**src/logic/lwdt_regs.svh**
```systemverilog
`ifndef LWDT_REGS_SVH
`define LWDT_REGS_SVH

// ==========================================================
// Interval selection
`define LWDT_SEL_W        3
`define LWDT_SEL_DEFAULT  3'h7
`define LWDT_CNT_W        21
`define LWDT_SHIFT_BASE   5'h06

// ==========================================================
// Reset request pulse
`define LWDT_FIRE_CYCLES  4'h4
`define LWDT_FIRE_W       4

`endif

```
**src/logic/lwdt_pkg.sv**
```systemverilog
`include "lwdt_regs.svh"

package lwdt_pkg;

    // ==========================================================
    // Types
    typedef enum logic [2:0] {
        ST_RUN  = 3'b001,
        ST_OFF  = 3'b010,
        ST_FIRE = 3'b100
    } lwdt_state_e;

    typedef struct packed {
        logic                     enable;
        logic [`LWDT_SEL_W-1:0]   interval;
    } lwdt_cfg_s;

    typedef struct packed {
        logic                     enabled;
        logic                     locked;
        logic [`LWDT_SEL_W-1:0]   interval;
    } lwdt_status_s;

endpackage : lwdt_pkg

```
**src/logic/lwdt_tick.sv**
```systemverilog
`timescale 1ns/1ps

// ==========================================================
// Oscillator synchroniser and rising edge pulse
module lwdt_tick (
    // Clock and reset
    input  wire logic sys_clk_i,
    input  wire logic nrst_i,
    // Asynchronous oscillator
    input  wire logic low_freq_oscillator_i,
    // One cycle per oscillator rising edge
    output logic      tick_o
);

    logic sync_a;
    logic sync_b;
    logic sync_c;

    // Edge is taken between second and third stage only
    always_ff @(posedge sys_clk_i) begin
        if (!nrst_i) begin
            sync_a <= 1'b0;
            sync_b <= 1'b0;
            sync_c <= 1'b0;
            tick_o <= 1'b0;
        end else begin
            sync_a <= low_freq_oscillator_i;
            sync_b <= sync_a;
            sync_c <= sync_b;
            tick_o <= sync_b & ~sync_c;
        end
    end

endmodule : lwdt_tick

```
**src/logic/lwdt_top.sv**
```systemverilog
// Operation
// - Counter advances on low-frequency oscillator edges only
// - Overflow forces whole microcontroller into reset
// - After reset: enabled, counting, maximum interval
// - Software selects timeout from programmable set
// - Software may disable while unlocked
// - Locked watchdog ignores disable until reset
// - Lock blocks every configuration change until reset
// - Watchdog reset never touches external reset pin
`timescale 1ns/1ps
`include "lwdt_regs.svh"

module lwdt_top (
    // Clock and reset
    input  wire logic                 sys_clk_i,
    input  wire logic                 nrst_i,
    // Low-frequency oscillator pin
    input  wire logic                 low_freq_oscillator_i,
    // Software control
    input  wire logic                 restart_i,
    input  wire logic                 cfg_wr_i,
    input  wire lwdt_pkg::lwdt_cfg_s  cfg_i,
    input  wire logic                 lock_i,
    // Reset request and status
    output logic                      sys_reset_req_o,
    output logic                      ext_rst_pin_oe_o,
    output lwdt_pkg::lwdt_status_s    status_o
);

    // ==========================================================
    // Interval decode: 4^(3+sel) oscillator ticks
    function automatic logic [`LWDT_CNT_W-1:0] limit_of(input logic [`LWDT_SEL_W-1:0] sel);
        logic [4:0] sh;
        sh = `LWDT_SHIFT_BASE + {1'b0, sel, 1'b0};
        limit_of = (`LWDT_CNT_W'(1) << sh) - `LWDT_CNT_W'(1);
    endfunction : limit_of

    // ==========================================================
    // State
    lwdt_pkg::lwdt_state_e        state;
    lwdt_pkg::lwdt_state_e        next_state;
    logic [`LWDT_CNT_W-1:0]       count;
    logic [`LWDT_CNT_W-1:0]       next_count;
    logic [`LWDT_SEL_W-1:0]       interval;
    logic [`LWDT_SEL_W-1:0]       next_interval;
    logic                         locked;
    logic                         next_locked;
    logic [`LWDT_FIRE_W-1:0]      fire_cnt;
    logic [`LWDT_FIRE_W-1:0]      next_fire_cnt;
    logic                         tick;

    lwdt_tick u_tick (
        .sys_clk_i             (sys_clk_i),
        .nrst_i                (nrst_i),
        .low_freq_oscillator_i (low_freq_oscillator_i),
        .tick_o                (tick)
    );

    // ==========================================================
    // Decode
    wire running    = (state == lwdt_pkg::ST_RUN);
    wire firing     = (state == lwdt_pkg::ST_FIRE);
    wire cfg_ok     = cfg_wr_i & ~locked & ~firing;
    wire lock_take  = lock_i & ~firing;
    wire overflow   = running & tick & ~restart_i
                      & (count == limit_of(interval));
    wire fire_done  = firing & (fire_cnt == `LWDT_FIRE_CYCLES - `LWDT_FIRE_W'(1));

    // Restart has priority over a tick in the same cycle
    assign next_count = (restart_i | ~running | cfg_ok) ? '0 :
                        tick ? count + `LWDT_CNT_W'(1) : count;

    assign next_interval = fire_done ? `LWDT_SEL_DEFAULT :
                           cfg_ok    ? cfg_i.interval : interval;

    // Locking holds the watchdog on; forced reset releases the lock
    assign next_locked   = fire_done ? 1'b0 : (locked | lock_take);

    assign next_fire_cnt = firing ? fire_cnt + `LWDT_FIRE_W'(1) : '0;

    always_comb begin
        next_state = state;
        case (state)
            lwdt_pkg::ST_RUN: begin
                if (overflow)
                    next_state = lwdt_pkg::ST_FIRE;
                else if (cfg_ok & ~cfg_i.enable & ~lock_take)
                    next_state = lwdt_pkg::ST_OFF;
            end
            lwdt_pkg::ST_OFF: begin
                if (lock_take | (cfg_ok & cfg_i.enable))
                    next_state = lwdt_pkg::ST_RUN;
            end
            lwdt_pkg::ST_FIRE: begin
                if (fire_done)
                    next_state = lwdt_pkg::ST_RUN;
            end
            default: next_state = lwdt_pkg::ST_RUN;
        endcase
    end

    // ==========================================================
    // Registers
    always_ff @(posedge sys_clk_i) begin
        if (!nrst_i) begin
            state    <= lwdt_pkg::ST_RUN;
            count    <= '0;
            interval <= `LWDT_SEL_DEFAULT;
            locked   <= 1'b0;
            fire_cnt <= '0;
        end else begin
            state    <= next_state;
            count    <= next_count;
            interval <= next_interval;
            locked   <= next_locked;
            fire_cnt <= next_fire_cnt;
        end
    end

    // ==========================================================
    // Outputs, all registered
    always_ff @(posedge sys_clk_i) begin
        if (!nrst_i) begin
            sys_reset_req_o  <= 1'b0;
            ext_rst_pin_oe_o <= 1'b0;
            status_o         <= '{enabled: 1'b1, locked: 1'b0, interval: `LWDT_SEL_DEFAULT};
        end else begin
            sys_reset_req_o  <= (next_state == lwdt_pkg::ST_FIRE);
            ext_rst_pin_oe_o <= 1'b0;
            status_o.enabled  <= (next_state != lwdt_pkg::ST_OFF);
            status_o.locked   <= next_locked;
            status_o.interval <= next_interval;
        end
    end

endmodule : lwdt_top

```
**config.mk**
```make
export PLATFORM = sky130hd
export DESIGN_NAME = lwdt_top
export DESIGN_NICKNAME = d
export VERILOG_FILES = /design/src/logic/lwdt_pkg.sv /design/src/logic/lwdt_tick.sv /design/src/logic/lwdt_top.sv
export VERILOG_INCLUDE_DIRS = /design/src /design/src/logic
export SDC_FILE = /design/constraint.sdc
export NUM_CORES = 1
export LEC_CHECK = 0
export BUFFER_PORTS_ARGS = -buffer_cell sky130_fd_sc_hd__clkbuf_2
export CAP_MARGIN = 20
export CORE_AREA = 10 10 103 105
export DETAILED_ROUTE_END_ITERATION = 16
export DIE_AREA = 0 0 113 115
export GPL_TIMING_DRIVEN = 0
export HOLD_SLACK_MARGIN = 0.03
export SYNTH_ARGS = -nofsm -noshare
export SYNTH_HDL_FRONTEND = slang
export SYNTH_SLANG_ARGS = --single-unit
export TNS_END_PERCENT = 10
```
**constraint.sdc**
```tcl
create_clock -name sys_clk_i -period 2.8 [get_ports sys_clk_i]
set_input_delay 0 -clock sys_clk_i [delete_from_list [all_inputs] [get_ports sys_clk_i]]
set_output_delay 0 -clock sys_clk_i [all_outputs]
set_load 0.1 [all_outputs]
```
[Word level (Yosys, flattened, before mapping)]
Cells that the tools add are included.
Word-level totals
  bits in registers: 38
  bits in latches: 0
  RAM bits: 0
  ROM bits: 0
  input port bits: 10
  output and inout port bits: 7
  logic and storage cells: 55
  memories kept: 0
Operators by class
  add/subtract/negate cells: 4
  multipliers: 0
  divide/modulo/power cells: 0
  magnitude comparators: 0
  eq/ne operators: 7
  shift-type cells: 1
  multiplexer cells: 6
  bitwise logic cells: 23
  reductions and logical operators: 3
Operators with widths (count)
  adder 21 x 1 -> 21 bit, second input constant: 1
  equality test 21 bit: 1
  left shift 1 x 5 -> 21 bit, first input constant: 1
  subtractor 21 x 2 -> 21 bit, second input constant: 1
  two-way mux 3 bit: 5
  bitwise AND 1 bit: 11
  one-hot mux 3 bit (3 select lines): 1
  NOT 1 bit: 8
  equality test 3 bit, second input constant: 2
  adder 3 x 4 -> 5 bit, first input constant: 1
  adder 4 x 1 -> 4 bit, second input constant: 1
  equality test 4 x 2 -> 1 bit, second input constant: 1
  OR 1 bit: 4
  OR reduction 2 bit: 2
  equality test 3 x 1 -> 1 bit, second input constant: 1
  equality test 3 x 2 -> 1 bit, second input constant: 1
  inequality test 3 x 2 -> 1 bit, second input constant: 1
  AND reduction 2 bit: 1

[Logic depth before layout (Yosys ltp)]
  depth after elaboration: 9
  depth in mapped cells: 7
  mapped depth without buffers: 6

[Cells and area by module]
Synthesis repeated with hierarchy kept, for this count alone.
Second synthesis, totals
  cells, all modules: 240
  area, all modules: 1991.9 um^2
Modules (own cells, without submodules)
  lwdt_top: instances 1, cells each 232, area each 1880.6 um^2, sequential area each 680.7 um^2
  lwdt_tick: instances 1, cells each 8, area each 111.4 um^2, sequential area each 80.1 um^2

[Worst setup path after synthesis]
No wires, ideal clock.
  kind: reg2reg
  from: register, netlist name status_o[1]
  to: register state[0]
  library setup time: 0.134 ns
  arrival time: 2.248 ns
  required time: 2.666 ns
  setup slack: 0.418 ns
  stages on the path, launching flop included: 7
  path buffers: 1
  clock period less this slack: 2.382 ns
  cells stage by stage: dfxtp_1 > buf_6 > nand2_1 > a311o_1 > a32o_1 > nor4_1 > a22oi_1
RTL lines
  to (signal assigned): line lwdt_top.sv:106  | state <= lwdt_pkg::ST_RUN;
  to (signal assigned): line lwdt_top.sv:112  | state <= next_state;
  to (decl): line lwdt_top.sv:40  | lwdt_pkg::lwdt_state_e state;

==> flow_summary.yaml <==
timing:
  finalClockSkew_ns: 0.007010
  slew_violations: 0
  finalCriticalPeriod_ns: 1.938
  period_share: 0.6922
  tns_ns: 0
  tightest_slew_ns: 0.5627
  setup-violations-final: 0
  hold_violations: 0
  grt_setup_unrepaired: "no"
  fmaxAchievable_ghz: 0.5160
  slew_headroom: 0.6265
clock_network:
  cts_max_level: 2
  postCtsResizedCells: 0
  cts_tree: "built"
  cts.sinks: 38
  clk_latency_ns: 0.29
  post_cts_buffers: 0
  root_buffer: "clkbuf_8"
  cts_buffers: 5
  clk_pin_slew_worst_paths_ns: 0.08
  clk_path_buf_depth: 2
  postCtsHoldBufs: 4
drt:
  dr.pass1.iters: 4
  met3WireLength_um: 291
  drtIter0Drc: 89
  routedLengthMet1_um: 2239
  avgRoutedWirePerCell_um: 12.44
  avgViaCountPerCell: 4.729
  route.met2.wl_um: 2195
  drc: 0
  wirelength_um: 4777
  route.vias.total: 1816
  postRouteAntennaNets: 0
  dr.max_layer_used: "met4"
power_and_ir_drop:
  power_density_nw_per_um2: 547.8
  power_mw: 1.369
  p_leak_nw: 0.9017
  ir_drop_mv: 0.2941
grt:
  antenna_found_initial: 0
  grt_pass1_wl_um: 7969
  grt_max_degree: 13
  grt_pass1_vias: 1662
  track_usage: 0.07210
  overflow: 0
critical_path:
  reg2reg_slack_ns: 0.86
  cpMaxStageDelayCell: "dfxtp_1"
  crit_fanout: 10
  r2r-end: "state[1]"
  critical_path_class: "flip-flop to flip-flop"
  path_cells: "buf_6 > nand3_2 > a2111oi_2 > nand4_1 > nor4_4 > a211oi_1"
  rr_startpoint: "status_o[2]"
  crit_arrival_ns: 2.10
  cp-start-kind: "flip-flop"
  end_kind: "flip-flop"
  crit_path_max_incr_delay_ns: 0.42
  reg2reg_depth: 6
  crit_required_ns: 2.96
synth:
  yosysSeqAreaShare: 0.3619
  yosys.cell_types.count: 53
  yosysTopAreaCellShare: 0.3619
  synth-edff-count: 0
  ys_ff_latch: 38
  synth_warnings: 0
  synth-main-ff-cell: "dfxtp_1"
  yosysMostFrequentCell: "dfxtp_1"
  ys_top_cells_by_count: "dfxtp_1, nor2_1, nand2_1"
  synthArstFlopShare: 0
  yosys-top-cells-area: "dfxtp_1, nor2_1, xor2_1"
  synthesis.area_um2: 2102
  synth_cells: 248
  yosysTopAreaCell: "dfxtp_1"
  syn_area_per_cell_um2: 8.476
floorplanning:
  initial_core_util: 0.2458
  io_pins: 17
  core_um2: 8551
  die_height_um: 115
  rows: 34
  dieWidth_um: 113
  fp.dieArea_um2: 13000
worst_hold_path:
  hold_end: "u_tick.sync_a"
  hold_start: "nrst_i"
  hold_class: "input port to flip-flop"
  worstHoldPathCells: 2
run:
  max_cap_violations: 0
placed_design:
  gp_congestion: 0.8098
  dp_hpwl_um: 3632
  io_buffers: 15
status:
  status: "complete, no violations"
final_layout:
  nets: 288
  syn_to_final_growth_pct: 18.87
  num-fill-cells: 904
  antennaDiodeCount: 0
  drive_gt1_frac: 0.1594
cell families (layout without fill, tap and decap cells):
| kind of cell | after synthesis | count (layout) | share of synthesized area |
|---|---|---|---|
| AOI/OAI and AO/OA | 41 | 41 | 0.1447 |
| xor gates and xnor gates | 21 | 21 | 0.08750 |
| adders and majority gates | 3 | 3 | 0.01786 |
| buffers and inverters | 19 | 46 | 0.05238 |
| DFF | 38 | 38 | 0.3619 |
| muxes | 2 | 2 | 0.01012 |
| other | 2 | 3 | 0.003573 |
| and+or+nand+nor | 122 | 122 | 0.3220 |
metrics by stage:
stage / util / setup slack (ns) / hold slack, ns / std cells / instance area (µm²)
after detailed placement: 0.2709 / 0.8356 / 0.2100 / 372 / 2316
after global placement: 0.2709 / 0.8714 / 0.2087 / 372 / 2316
final: 0.2922 / 0.8618 / 0.04296 / 384 / 2499
after CTS: 0.2922 / 0.8385 / 0.03748 / 384 / 2499
after floorplan: - / 0.4181 / 0.1217 / 249 / 2106
after global routing: 0.2922 / 0.6828 / 0.06010 / 384 / 2499
layout make-up:
| class | instances | area (µm²) | share of cell area |
|---|---|---|---|
| timing repair buffer | 19 | 115.1 | 0.04607 |
| inverter | 5 | 18.77 | 0.007511 |
| clock inverter | 2 | 60.06 | 0.02404 |
| multi-input combinational | 192 | 1235 | 0.4942 |
| buffer | 14 | 91.34 | 0.03655 |
| tap | 108 | 135.1 | 0.05408 |
| sequential | 38 | 760.7 | 0.3045 |
| clock buffer | 6 | 82.58 | 0.03305 |
power by group:
part	leakage [nW]	internal, mW	switching (mW)
combinational	0.522	0.0690	0.147
clock	0.0714	0.380	0.202
sequential	0.308	0.555	0.0157
per-layer routing:
metal  GRT usage  vias up
met1     0.09105      837
met5           0        -
li1            -      933
met3     0.02188        8
met4     0.01946        0
met2      0.1164       38
worst max-delay path by stage:
stage,startpoint,depth (start not counted),end,slack (ns)
final,status_o[2],6,state[1],0.86
after global routing,status_o[2],6,state[1],0.68
after CTS,status_o[2],6,state[1],0.84
after detailed placement,status_o[2],6,state[1],0.84
after global placement,status_o[2],6,state[1],0.87
after floorplan,status_o[1],6,state[0],0.42
layout by cell type (no fill, tap or decap), drive strengths merged, types with 5 or more instances in the layout:
master,count
dfxtp,38
nor2,29
clkbuf,23
nand2,22
nand3,14
xor2,12
buf,12
a21oi,10
xnor2,9
or3,8
and3,7
a211oi,6
nand4,6
nor4,6
nor3,5
o21ai,5
inv,5
flip-flops by register name, summed over array words and instances, names as in the netlist:
name,count
u_tick.sync_a,1
fire_cnt,4
status_o,5
sys_reset_req_o,1
u_tick.tick_o,1
u_tick.sync_b,1
state,3
u_tick.sync_c,1
count,21
critical path, delay by kind of cell, from the launching register on:
family / cells / cell delay (ns)
DFF: 1 / 0.42
AOI/OAI and AO/OA: 2 / 0.55
and+or+nand+nor: 3 / 0.67
buffers and inverters: 1 / 0.17
Power figures use the tool's default switching activity.
